<file path="src/hdl/scr_consts.svh">
// Constants of the short-circuit retry fault controller.
`ifndef SCR_CONSTS_SVH
`define SCR_CONSTS_SVH
`define SCR_ADDR_CTRL 4'h0
`define SCR_ADDR_STATUS 4'h4
`define SCR_ADDR_MASK 4'h8
`define SCR_ADDR_STATE 4'hC
`define SCR_CTRL_FORCE_OFF 0
`define SCR_EVT_W 5
`define SCR_EVT_RETRY 0
`define SCR_EVT_THERMAL 1
`define SCR_EVT_EN_LOST 2
`define SCR_EVT_OVERVOLT 3
`define SCR_EVT_STARTED 4
`define SCR_MASK_RESET 5'h00
`define SCR_OC_LIMIT 7
`define SCR_EN_LOW_LIMIT 32
`define SCR_CLK_PERIOD_NS 50
`define SCR_RESTART_NS 200
`define SCR_RESTART_CYC ((`SCR_RESTART_NS + `SCR_CLK_PERIOD_NS - 1) / `SCR_CLK_PERIOD_NS)
`define SCR_RESP_OKAY 2'h0
`define SCR_RESP_SLVERR 2'h2
`endif

</file>
<file path="src/hdl/scr_pkg.sv">
// Types of the short-circuit retry fault controller.
package scr_pkg;

    typedef enum logic [2:0] {
        ST_HOLD_LOW,
        ST_RETRY_DISCHARGE,
        ST_SOFT_START,
        ST_START_DELAY,
        ST_RUN
    } scr_state_type;

    typedef struct packed {
        logic fb_below_arm;
        logic fb_above_disarm;
        logic ramp_below_reset;
        logic ramp_above_offset;
        logic current_limit;
        logic pwm_cycle;
        logic enable_sync;
        logic thermal_trip;
        logic overvoltage;
    } scr_cmp_type;

    typedef struct packed {
        logic switch_enable;
        logic error_amp_pulldown;
        logic ramp_discharge;
        logic ramp_charge;
        logic ramp_pulldown;
    } scr_drive_type;

endpackage : scr_pkg

</file>
<file path="src/hdl/scr_sync.sv">
// Three-stage input synchroniser with agreement filter.
`timescale 1ns/1ns
module scr_sync
#(
    parameter int WIDTH = 9
)
(
    // Clock and reset
    input wire logic sys_clk,
    input wire logic rst,
    // Data
    input wire logic [WIDTH-1:0] async_in,
    output logic [WIDTH-1:0] sync_out
);

    logic [WIDTH-1:0] s1_q;
    logic [WIDTH-1:0] s2_q;
    logic [WIDTH-1:0] s3_q;
    logic [WIDTH-1:0] out_q;

    always_ff @(posedge sys_clk)
    begin
        if (rst)
        begin
            s1_q <= '0;
            s2_q <= '0;
            s3_q <= '0;
        end
        else
        begin
            s1_q <= async_in;
            s2_q <= s1_q;
            s3_q <= s2_q;
        end
    end

    // A bit changes only once stages two and three agree.
    always_ff @(posedge sys_clk)
    begin
        if (rst)
        begin
            out_q <= '0;
        end
        else
        begin
            out_q <= (s3_q & ~(s2_q ^ s3_q)) | (out_q & (s2_q ^ s3_q));
        end
    end

    assign sync_out = out_q;

endmodule : scr_sync

</file>
<file path="src/hdl/scr_fault_ctrl.sv">
// Short-circuit retry and fault sequencing controller with AXI4-Lite registers.
// Notes on behaviour
// - Feedback below arm threshold arms protection.
// - Feedback above disarm threshold disarms protection.
// - Current-limit cycle increments overcurrent counter.
// - Clean switching cycle decrements overcurrent counter.
// - Count above seven while armed sets latch.
// - Latch set pulls error amp low.
// - Latch set enables ramp discharge sink.
// - Ramp at reset level: clear, then charge.
// - Ramp above offset releases amp, restarts switching.
// - Retry repeats until short gone or disabled.
// - Short removed gives ordinary soft start.
// - Thermal trip pulls nodes low, auto recovery.
// - Heavy overcurrent below disarm drops power good.
// - Enable low over 32 cycles disables.
// - Overvoltage drops power good, stops switching only.
//
// The AXI4-Lite interface to the registers and the placing of the registers were left to the implementer.
`include "scr_consts.svh"
`timescale 1ns/1ns
module scr_fault_ctrl
#(
    parameter int CNT_W = 4,
    parameter int EN_CNT_W = 6
)
(
    // Clock and reset
    input wire logic sys_clk,
    input wire logic rst,
    // Comparator and pin inputs
    input wire scr_pkg::scr_cmp_type cmp_in,
    // Power switch and analog node drive
    output scr_pkg::scr_drive_type drive_out,
    // Power good open-drain pin
    input wire logic power_good_output_in,
    output logic power_good_output_out,
    output logic power_good_output_oe,
    // Interrupt
    output logic irq,
    // AXI4-Lite write address
    input wire logic awvalid,
    output logic awready,
    input wire logic [3:0] awaddr,
    // AXI4-Lite write data
    input wire logic wvalid,
    output logic wready,
    input wire logic [31:0] wdata,
    input wire logic [3:0] wstrb,
    // AXI4-Lite write response
    output logic bvalid,
    input wire logic bready,
    output logic [1:0] bresp,
    // AXI4-Lite read address
    input wire logic arvalid,
    output logic arready,
    input wire logic [3:0] araddr,
    // AXI4-Lite read data
    output logic rvalid,
    input wire logic rready,
    output logic [31:0] rdata,
    output logic [1:0] rresp
);

    // ----------
    // Input synchronisation
    // ----------
    scr_pkg::scr_cmp_type cmp;
    logic pgood_pin;
    logic pwm_prev_q;
    logic cycle_end;

    scr_sync #(.WIDTH($bits(scr_pkg::scr_cmp_type) + 1)) u_sync
    (
        .sys_clk(sys_clk),
        .rst(rst),
        .async_in({cmp_in, power_good_output_in}),
        .sync_out({cmp, pgood_pin})
    );

    always_ff @(posedge sys_clk)
    begin
        if (rst)
        begin
            pwm_prev_q <= 1'b0;
        end
        else
        begin
            pwm_prev_q <= cmp.pwm_cycle;
        end
    end

    assign cycle_end = cmp.pwm_cycle && !pwm_prev_q;

    // ----------
    // Registers and state
    // ----------
    scr_pkg::scr_state_type state_q;
    scr_pkg::scr_state_type state_d;
    logic armed_q;
    logic latch_q;
    logic oc_seen_q;
    logic oc_last_q;
    logic [CNT_W-1:0] oc_cnt_q;
    logic [EN_CNT_W-1:0] en_cnt_q;
    logic en_lost_q;
    logic [2:0] dly_q;
    logic force_off_q;
    logic [`SCR_EVT_W-1:0] status_q;
    logic [`SCR_EVT_W-1:0] mask_q;
    logic [`SCR_EVT_W-1:0] events;
    logic thermal_prev_q;
    logic ov_prev_q;
    logic en_lost_prev_q;
    logic fault_hold;
    logic latch_set;
    logic latch_clear;
    logic status_rd;

    assign fault_hold = cmp.thermal_trip || en_lost_q || force_off_q;

    // ----------
    // Arming with hysteresis
    // ----------
    always_ff @(posedge sys_clk)
    begin
        if (rst)
        begin
            armed_q <= 1'b0;
        end
        else if (cmp.fb_above_disarm)
        begin
            armed_q <= 1'b0;
        end
        else if (cmp.fb_below_arm)
        begin
            armed_q <= 1'b1;
        end
    end

    // ----------
    // Overcurrent up/down counter
    // ----------
    always_ff @(posedge sys_clk)
    begin
        if (rst)
        begin
            oc_seen_q <= 1'b0;
            oc_last_q <= 1'b0;
        end
        else if (cycle_end)
        begin
            oc_seen_q <= cmp.current_limit;
            oc_last_q <= oc_seen_q || cmp.current_limit;
        end
        else if (cmp.current_limit)
        begin
            oc_seen_q <= 1'b1;
        end
    end

    always_ff @(posedge sys_clk)
    begin
        if (rst || !armed_q || latch_clear)
        begin
            oc_cnt_q <= '0;
        end
        else if (cycle_end && state_q == scr_pkg::ST_RUN)
        begin
            if (oc_seen_q || cmp.current_limit)
            begin
                if (oc_cnt_q != {CNT_W{1'b1}})
                begin
                    oc_cnt_q <= oc_cnt_q + 1'b1;
                end
            end
            else if (oc_cnt_q != '0)
            begin
                oc_cnt_q <= oc_cnt_q - 1'b1;
            end
        end
    end

    // ----------
    // Retry latch
    // ----------
    assign latch_set = armed_q && state_q == scr_pkg::ST_RUN
        && oc_cnt_q > CNT_W'(`SCR_OC_LIMIT);
    assign latch_clear = (state_q == scr_pkg::ST_RETRY_DISCHARGE && cmp.ramp_below_reset)
        || fault_hold;

    always_ff @(posedge sys_clk)
    begin
        if (rst || latch_clear)
        begin
            latch_q <= 1'b0;
        end
        else if (latch_set)
        begin
            latch_q <= 1'b1;
        end
    end

    // ----------
    // Enable loss detection
    // ----------
    always_ff @(posedge sys_clk)
    begin
        if (rst || cmp.enable_sync)
        begin
            en_cnt_q <= '0;
            en_lost_q <= 1'b0;
        end
        else if (cycle_end)
        begin
            if (en_cnt_q <= EN_CNT_W'(`SCR_EN_LOW_LIMIT))
            begin
                en_cnt_q <= en_cnt_q + 1'b1;
            end
            en_lost_q <= en_cnt_q >= EN_CNT_W'(`SCR_EN_LOW_LIMIT);
        end
    end

    // ----------
    // Sequencing state machine
    // ----------
    always_comb
    begin
        state_d = state_q;
        if (fault_hold)
        begin
            state_d = scr_pkg::ST_HOLD_LOW;
        end
        else
        begin
            unique case (state_q)
                scr_pkg::ST_HOLD_LOW:
                begin
                    if (cmp.ramp_below_reset)
                    begin
                        state_d = scr_pkg::ST_SOFT_START;
                    end
                end
                scr_pkg::ST_RETRY_DISCHARGE:
                begin
                    if (cmp.ramp_below_reset)
                    begin
                        state_d = scr_pkg::ST_SOFT_START;
                    end
                end
                scr_pkg::ST_SOFT_START:
                begin
                    if (cmp.ramp_above_offset)
                    begin
                        state_d = scr_pkg::ST_START_DELAY;
                    end
                end
                scr_pkg::ST_START_DELAY:
                begin
                    if (dly_q == '0)
                    begin
                        state_d = scr_pkg::ST_RUN;
                    end
                end
                scr_pkg::ST_RUN:
                begin
                    if (latch_q)
                    begin
                        state_d = scr_pkg::ST_RETRY_DISCHARGE;
                    end
                end
            endcase
        end
    end

    always_ff @(posedge sys_clk)
    begin
        if (rst)
        begin
            state_q <= scr_pkg::ST_HOLD_LOW;
        end
        else
        begin
            state_q <= state_d;
        end
    end

    always_ff @(posedge sys_clk)
    begin
        if (rst || state_q != scr_pkg::ST_START_DELAY)
        begin
            dly_q <= 3'(`SCR_RESTART_CYC - 1);
        end
        else if (dly_q != '0)
        begin
            dly_q <= dly_q - 1'b1;
        end
    end

    // ----------
    // Output drive
    // ----------
    always_ff @(posedge sys_clk)
    begin
        if (rst)
        begin
            drive_out <= '0;
            power_good_output_out <= 1'b0;
            power_good_output_oe <= 1'b1;
        end
        else
        begin
            drive_out.switch_enable <= state_d == scr_pkg::ST_RUN && !latch_q
                && !latch_set && !cmp.overvoltage;
            drive_out.error_amp_pulldown <= state_d != scr_pkg::ST_START_DELAY
                && state_d != scr_pkg::ST_RUN;
            drive_out.ramp_discharge <= state_d == scr_pkg::ST_RETRY_DISCHARGE;
            drive_out.ramp_charge <= state_d == scr_pkg::ST_SOFT_START
                || state_d == scr_pkg::ST_START_DELAY
                || state_d == scr_pkg::ST_RUN;
            drive_out.ramp_pulldown <= state_d == scr_pkg::ST_HOLD_LOW;
            power_good_output_out <= 1'b0;
            power_good_output_oe <= state_d != scr_pkg::ST_RUN || cmp.overvoltage
                || cmp.thermal_trip || en_lost_q
                || (oc_last_q && !cmp.fb_above_disarm);
        end
    end

    // ----------
    // Events and interrupt
    // ----------
    always_ff @(posedge sys_clk)
    begin
        if (rst)
        begin
            thermal_prev_q <= 1'b0;
            ov_prev_q <= 1'b0;
            en_lost_prev_q <= 1'b0;
        end
        else
        begin
            thermal_prev_q <= cmp.thermal_trip;
            ov_prev_q <= cmp.overvoltage;
            en_lost_prev_q <= en_lost_q;
        end
    end

    always_comb
    begin
        events = '0;
        events[`SCR_EVT_RETRY] = latch_set && !latch_q;
        events[`SCR_EVT_THERMAL] = cmp.thermal_trip && !thermal_prev_q;
        events[`SCR_EVT_EN_LOST] = en_lost_q && !en_lost_prev_q;
        events[`SCR_EVT_OVERVOLT] = cmp.overvoltage && !ov_prev_q;
        events[`SCR_EVT_STARTED] = state_q == scr_pkg::ST_START_DELAY
            && state_d == scr_pkg::ST_RUN;
    end

    // A new event wins over the clear caused by a status read.
    always_ff @(posedge sys_clk)
    begin
        if (rst)
        begin
            status_q <= '0;
        end
        else
        begin
            status_q <= (status_rd ? '0 : status_q) | events;
        end
    end

    always_ff @(posedge sys_clk)
    begin
        if (rst)
        begin
            irq <= 1'b0;
        end
        else
        begin
            irq <= |(((status_rd ? '0 : status_q) | events) & mask_q);
        end
    end

    // ----------
    // AXI4-Lite write channel
    // ----------
    logic aw_got_q;
    logic w_got_q;
    logic [3:0] awaddr_q;
    logic [31:0] wdata_q;
    logic [3:0] wstrb_q;
    logic wr_do;

    assign wr_do = aw_got_q && w_got_q && !bvalid;

    always_ff @(posedge sys_clk)
    begin
        if (rst)
        begin
            awready <= 1'b0;
            aw_got_q <= 1'b0;
            awaddr_q <= '0;
        end
        else if (awvalid && awready)
        begin
            awready <= 1'b0;
            aw_got_q <= 1'b1;
            awaddr_q <= awaddr;
        end
        else if (bvalid && bready)
        begin
            aw_got_q <= 1'b0;
        end
        else
        begin
            awready <= !aw_got_q && !bvalid;
        end
    end

    always_ff @(posedge sys_clk)
    begin
        if (rst)
        begin
            wready <= 1'b0;
            w_got_q <= 1'b0;
            wdata_q <= '0;
            wstrb_q <= '0;
        end
        else if (wvalid && wready)
        begin
            wready <= 1'b0;
            w_got_q <= 1'b1;
            wdata_q <= wdata;
            wstrb_q <= wstrb;
        end
        else if (bvalid && bready)
        begin
            w_got_q <= 1'b0;
        end
        else
        begin
            wready <= !w_got_q && !bvalid;
        end
    end

    always_ff @(posedge sys_clk)
    begin
        if (rst)
        begin
            bvalid <= 1'b0;
            bresp <= `SCR_RESP_OKAY;
        end
        else if (wr_do)
        begin
            bvalid <= 1'b1;
            bresp <= (awaddr_q == `SCR_ADDR_CTRL || awaddr_q == `SCR_ADDR_MASK)
                ? `SCR_RESP_OKAY : `SCR_RESP_SLVERR;
        end
        else if (bready)
        begin
            bvalid <= 1'b0;
        end
    end

    always_ff @(posedge sys_clk)
    begin
        if (rst)
        begin
            force_off_q <= 1'b0;
            mask_q <= `SCR_MASK_RESET;
        end
        else if (wr_do && wstrb_q[0])
        begin
            if (awaddr_q == `SCR_ADDR_CTRL)
            begin
                force_off_q <= wdata_q[`SCR_CTRL_FORCE_OFF];
            end
            if (awaddr_q == `SCR_ADDR_MASK)
            begin
                mask_q <= wdata_q[`SCR_EVT_W-1:0];
            end
        end
    end

    // ----------
    // AXI4-Lite read channel
    // ----------
    assign status_rd = arvalid && arready && araddr == `SCR_ADDR_STATUS;

    always_ff @(posedge sys_clk)
    begin
        if (rst)
        begin
            arready <= 1'b0;
            rvalid <= 1'b0;
            rdata <= '0;
            rresp <= `SCR_RESP_OKAY;
        end
        else if (arvalid && arready)
        begin
            arready <= 1'b0;
            rvalid <= 1'b1;
            rresp <= `SCR_RESP_OKAY;
            unique case (araddr)
                `SCR_ADDR_CTRL: rdata <= {31'h0, force_off_q};
                `SCR_ADDR_STATUS: rdata <= {27'h0, status_q};
                `SCR_ADDR_MASK: rdata <= {27'h0, mask_q};
                `SCR_ADDR_STATE: rdata <= {16'h0, pgood_pin, en_lost_q, latch_q, armed_q,
                    oc_cnt_q, 5'h00, state_q};
                default:
                begin
                    rdata <= '0;
                    rresp <= `SCR_RESP_SLVERR;
                end
            endcase
        end
        else if (rvalid)
        begin
            if (rready)
            begin
                rvalid <= 1'b0;
            end
        end
        else
        begin
            arready <= 1'b1;
        end
    end

endmodule : scr_fault_ctrl

</file>
<file path="config.mk">
export PLATFORM = sky130hd
export DESIGN_NAME = scr_fault_ctrl
export DESIGN_NICKNAME = d
export VERILOG_FILES = /design/src/hdl/scr_pkg.sv /design/src/hdl/scr_sync.sv /design/src/hdl/scr_fault_ctrl.sv
export VERILOG_INCLUDE_DIRS = /design/src /design/src/hdl
export SDC_FILE = /design/constraint.sdc
export NUM_CORES = 1
export LEC_CHECK = 0
export BUFFER_PORTS_ARGS = -buffer_cell sky130_fd_sc_hd__buf_2
export CORE_ASPECT_RATIO = 1.2
export CORE_UTILIZATION = 45
export DETAILED_ROUTE_END_ITERATION = 12
export GPL_TIMING_DRIVEN = 0
export HOLD_SLACK_MARGIN = 0.08
export PLACE_DENSITY_LB_ADDON = 0.15
export SYNTH_ARGS = -nofsm -noshare
export SYNTH_HDL_FRONTEND = slang
export SYNTH_SLANG_ARGS = --single-unit
</file>
<file path="constraint.sdc">
create_clock -name sys_clk -period 2.4 [get_ports sys_clk]
set_clock_uncertainty 0.05 [all_clocks]
set_input_delay 0.12 -clock sys_clk [delete_from_list [all_inputs] [get_ports sys_clk]]
set_output_delay 0.12 -clock sys_clk [all_outputs]
set_load 0.02 [all_outputs]
</file>
=== Word-level counts from Yosys, hierarchy flattened ===
Index checks and enable logic that the tools add are counted.

* Output and inout port bits: 49
* Flip-flop bits (word level): 136
* Input bits: 61

* Reduce and logical (&&, ||, !) cells: 76
* Bitwise logic cells: 7
* Add/sub/neg operators: 4
* Equal/unequal tests: 17
* Magnitude comparators: 3
* Mux-type cells: 23

{| class="wikitable"
|+ Operators by type and width
! cell !! number
|-
| case mux 16 bit (4 select lines) || 1
|-
| logical AND 1 bit || 25
|-
| AND 10 bit || 2
|-
| logical OR 1 bit || 16
|-
| 2-to-1 mux 3 bit || 5
|-
| equality test 3 x 2 -> 1 bit (second input constant) || 4
|-
| equality test 4 bit (second input constant) || 3
|-
| logical NOT 1 bit || 12
|-
| 2-to-1 mux 4 bit || 3
|-
| case mux 3 bit (4 select lines) || 1
|-
| 2-to-1 mux 1 bit || 10
|-
| inverter 10 bit || 1
|-
| OR 10 bit || 1
|-
| nonzero test 2 bit || 5
|-
| OR reduction 2 bit || 5
|-
| bitwise XOR 10 bit || 1
|-
| logical NOT 3 bit || 3
|-
| logical NOT 4 bit || 2
|-
| adder 6 x 1 -> 6 bit (second input constant) || 1
|-
| equality test 3 x 1 -> 1 bit (second input constant) || 2
|-
| equality test 3 bit (second input constant) || 2
|-
| greater-or-equal comparator 6 bit (second input constant) || 1
|-
| less-or-equal comparator 6 bit (second input constant) || 1
|-
| inequality test 3 x 2 -> 1 bit (second input constant) || 2
|-
| other kinds (18) || 21
|}

=== Logic depth before layout (Yosys ltp) ===
* Depth after elaboration: 9
* Mapped depth: 7

=== Modules after synthesis ===
Synthesis repeated with hierarchy kept, for this count alone.

* Cell total of the unflattened synthesis: 463
* Area total of the unflattened synthesis: 4400.5 um^2

{| class="wikitable"
|+ By module, submodules not included
! module !! instances !! cells each !! sequential area each (um^2) !! area each (um^2)
|-
| scr_fault_ctrl || 1 || 359 || 1501.4 || 3254.4
|-
| scr_sync || 1 || 104 || 800.8 || 1146.1
|}

=== Least setup slack after synthesis ===
OpenSTA, ideal clock, no wires.

* Path kind: register to register
* Start: register dly_q[0]
* End: register power_good_output_oe
* Cell stages (with the launch flop): 8
* Clock period less this slack: 1.874 ns
* Data required time: 2.223 ns
* Setup time: 0.127 ns
* Arrival time: 1.697 ns
* Path slack: 0.526 ns
* Cell sequence: dfxtp_1 > inv_1 > ha_1 > and2b_1 > nand4b_1 > a211oi_2 > nand4_1 > or3_1

* Cells in the longest elaborated chain, start to end: 9

{| class="wikitable"
|+ RTL lines
! what !! line !! source
|-
| from (decl) || scr_fault_ctrl.sv:107 || <nowiki>logic [2:0] dly_q;</nowiki>
|-
| from (signal assigned) || scr_fault_ctrl.sv:292 || <nowiki>dly_q <= 3'(`SCR_RESTART_CYC - 1);</nowiki>
|-
| from (signal assigned) || scr_fault_ctrl.sv:296 || <nowiki>dly_q <= dly_q - 1'b1;</nowiki>
|-
| logical NOT 3 bit || scr_fault_ctrl.sv:260 || <nowiki>if (dly_q == '0)</nowiki>
|-
| 2-to-1 mux 3 bit || scr_fault_ctrl.sv:260 ||
|-
| case mux 3 bit (4 select lines) || scr_fault_ctrl.sv:236 || <nowiki>unique case (state_q)</nowiki>
|-
| 2-to-1 mux 3 bit || scr_fault_ctrl.sv:230 || <nowiki>if (fault_hold)</nowiki>
|-
| inequality test 3 bit || scr_fault_ctrl.sv:323 || <nowiki>power_good_output_oe <= state_d != scr_pkg::ST_RUN || cmp.overvoltage</nowiki>
|-
| logical OR 1 bit || scr_fault_ctrl.sv:323 ||
|-
| logical OR 1 bit (2 in series) || scr_fault_ctrl.sv:324 || <nowiki>|| cmp.thermal_trip || en_lost_q</nowiki>
|-
| logical OR 1 bit || scr_fault_ctrl.sv:325 || <nowiki>|| (oc_last_q && !cmp.fb_above_disarm);</nowiki>
|-
| to (signal assigned) || scr_fault_ctrl.sv:323 ||
|-
| to (decl) || scr_fault_ctrl.sv:38 || <nowiki>output logic power_good_output_oe,</nowiki>
|}

No other way between the ends.
A chain may end at the register's enable or synchronous reset.

=== Worst setup path in the final report ===
Same ends and word-level chain as after synthesis.

==> results.py <==
metrics = {
    "status": {
        "outcome": "finished, final reports clean",
    },
    "clock_network": {
        "cts_tree": "done",
        "cts_max_level": 4,
        "numCtsBuffers": 17,
        "clk_path_buf_depth": 2,
        "cts_hold_buf": 36,
        "cts.clk_slew.worst_paths_ps": 50,
        "clock_latency_ps": 400,
        "post_cts_buffers": 0,
        "ctsResizeCount": 0,
        "cts_root_buffer": "clkbuf_16",
        "clock-sinks": 115,
    },
    "global_route": {
        "grt_max_degree": 17,
        "grt_overflow_total": 0,
        "grt_pass1_wl_microns": 15370,
        "antenna_found_initial": 0,
        "grt_pass1_vias": 3367,
        "grt_usage_pct": 19.14,
    },
    "sta": {
        "rsz0062_at_grt": "no",
        "min_period_over_period_pct": 92.94,
        "tightest_slew_ps": 646.7,
        "timing.setup.tns_ps": 0,
        "final-hold-violation-count": 0,
        "fin_crit_ps": 2231,
        "final_max_slew_viol_count": 0,
        "max_freq_ghz": 0.4483,
        "relSlewSlack_pct": 56.88,
        "setup_viol": 0,
    },
    "critical_path": {
        "critPathRequiredTime_ps": 2620,
        "r2r_end": "power_good_output_oe",
        "crit_fanout": 6,
        "worstReg2RegStart": "dly_q[0]",
        "critPathKind": "reg2reg",
        "r2r_slack_ps": 170,
        "reg2regPathDepth": 7,
        "crit_arrival_ps": 2450,
        "start_kind": "flop",
        "end_kind": "flop",
    },
    "min_path": {
        "worstHoldStart": "arvalid",
        "hp-class": "in2reg",
        "hold-path-cell-count": 4,
        "min_to": "status_q[4]",
    },
    "layout": {
        "n_antenna_cell": 0,
        "final_cell_mix": "dfxtp_1, buf_2, a21oi_1",
        "fin_area_sq_um": 5813,
        "fin_cells": 725,
        "layout_commonest_cell": "dfxtp_1",
        "fin_nets": 658,
        "post-route-util_pct": 61.09,
        "drive_gt1_share_pct": 19.77,
        "syn2layout_area_growth_pct": 31.54,
    },
    "die": {
        "die_h_microns": 110.6,
        "die_x_microns": 92.47,
        "die-area_sq_um": 10220,
        "start_util_pct": 46.44,
        "design.core.area_sq_um": 9515,
        "io_pins": 110,
        "rows": 39,
    },
    "synthesis": {
        "avgSynthCellArea_sq_um": 9.607,
        "yosysWarnings": 0,
        "ys.flop_type": "dfxtp_1",
        "ys_ff_latch": 115,
        "ys_seq_area_share_pct": 52.10,
        "netlist_area_sq_um": 4419,
        "postSynth.asyncResetShare_pct": 0,
        "synth_edf_count": 0,
        "synth.distinct_cells": 60,
        "syn_inst": 460,
    },
    "power_and_ir_drop": {
        "powerDensity_nw_per_um2": 770.1,
        "seq_power_share_pct": 44.2,
        "power_frac_comb_pct": 5.9,
        "internal_power_uw": 3537,
        "pwr-share-clk_pct": 49.9,
        "power_uw": 4477,
        "leakage_uw": 0.002488,
        "p_sw_share_pct": 21.00,
        "ir_drop_v": 0.0004850,
        "switchingPower_uw": 940.0,
    },
    "routing": {
        "drtPass1Iterations": 4,
        "drtIter0Drc": 150,
        "drc": 0,
        "num_vias": 3495,
        "drt_wl_total_microns": 8982,
        "avgViaCountPerCell": 4.821,
        "ant_nets": 0,
        "wl_per_cell_microns": 12.39,
    },
    "place": {
        "dp_hpwl_microns": 6245,
        "place_congestion": 0.7728,
        "io_buffers": 54,
        "dp.cells": 658,
        "post_dp_cell_area_sq_um": 4922,
    },
    "job": {
        "cap_violations": 0,
    },
}
-- worst max-delay path, cell delays in order, from the launching register on --
cell and delay (ps):
dfxtp_1 290, inv_1 100, ha_1 170, and2b_1 220, nand4b_1 260, a211oi_2 420
nand4_1 180, or3_1 400
-- how the worst max path moves through the flow --
| stage | start | to | cells after the start |
|---|---|---|---|
| 5_1_grt | dly_q[0] | power_good_output_oe | 7 |
| 4_1_cts | dly_q[0] | power_good_output_oe | 7 |
| 6_report | dly_q[0] | power_good_output_oe | 7 |
| 2_1_floorplan | dly_q[0] | power_good_output_oe | 7 |
| 3_5_place_dp | dly_q[0] | power_good_output_oe | 7 |
| 3_3_place_gp | dly_q[0] | power_good_output_oe | 7 |
-- synthesized netlist by cell type (all sizes together) (2+ instances only) --
cell / number / area [sq um]
nor3b: 7 / 57.55
nand4: 6 / 52.55
dfxtp: 115 / 2302
xor2: 3 / 26.28
nor2: 36 / 135.1
nand2: 38 / 142.6
ha: 6 / 75.07
a211oi: 4 / 40.03
mux2i: 9 / 90.09
nand3: 13 / 65.06
a221o: 2 / 20.02
clkbuf: 13 / 48.80
nand2b: 5 / 31.28
a21o: 2 / 15.01
inv: 12 / 45.05
o21ai: 14 / 70.07
buf: 27 / 193.9
or2: 2 / 12.52
a21oi: 42 / 214.0
or3: 5 / 36.28
xnor2: 4 / 35.03
nor3: 5 / 30.03
and2: 4 / 25.02
mux2: 3 / 33.78
and2b: 3 / 23.77
a22o: 19 / 166.4
nor2b: 39 / 244.0
and3: 2 / 12.51
-- metal layers --
| metal | vias up | part of all wire, % | routed length, microns | GRT usage [%] |
|---|---|---|---|---|
| met4 | 0 | 1.2 | 105 | 7.500 |
| li1 | 1799 | - | - | - |
| met1 | 1591 | 45 | 4086 | 22.37 |
| met2 | 95 | 49 | 4386 | 33.04 |
| met5 | - | 0 | 0 | 0 |
| met3 | 10 | 4.5 | 403 | 4.890 |
-- power groups by stage --
stage	clock network [uW]	logic (uW)	registers [uW]
final	2230	264	1980
after global routing	2380	290	1980
after CTS	2270	263	1980
after detailed placement	0	221	2020
after global placement	0	218	2010
after floorplan	0	147	2020
-- sequential cells by signal, summed over array words and instances (netlist names), 3 cells and up, named ones only --
| name | count |
|---|---|
| awaddr_q | 4 |
| dly_q | 3 |
| drive_out | 5 |
| en_cnt_q | 6 |
| mask_q | 5 |
| oc_cnt_q | 4 |
| rdata | 13 |
| state_q | 3 |
| status_q | 5 |
| u_sync.s1_q | 10 |
| u_sync.s2_q | 10 |
| u_sync.s3_q | 10 |
| wdata_q | 5 |
-- area by class of cell --
cell class | count | area (sq um)
clock inverter | 6 | 55.05
sequential | 115 | 2302
buffer | 40 | 242.7
inverter | 13 | 48.80
clock buffer | 25 | 475.5
multi-input combinational | 313 | 1904
fill | 839 | 3702
timing repair buffer | 90 | 630.6
tap | 123 | 153.9
-- kinds of logic (layout without fill, tap and decap cells) --
| family | after synthesis | in the layout | share of synthesized area (%) |
|---|---|---|---|
| AO/OA/AOI/OAI | 92 | 92 | 13.53 |
| XOR/XNOR | 7 | 7 | 1.387 |
| adder cells (fa/ha/maj) | 7 | 7 | 2.152 |
| buffers and inverters | 53 | 174 | 6.597 |
| flip-flops | 115 | 115 | 52.10 |
| multiplexers | 12 | 12 | 2.803 |
| other | 1 | 22 | 0.08486 |
| AND/OR/NAND/NOR | 173 | 173 | 21.35 |
-- through the flow --
stage | hold WS [ps] | setup WS (ps)
after floorplan | 198.2 | 526.0
after global placement | 276.9 | 230.1
after detailed placement | 281.6 | 191.0
after CTS | 91.24 | 174.6
after global routing | 130.1 | 61.98
final | 107.2 | 169.4
Note: power is estimated with default switching activity, not from simulation.
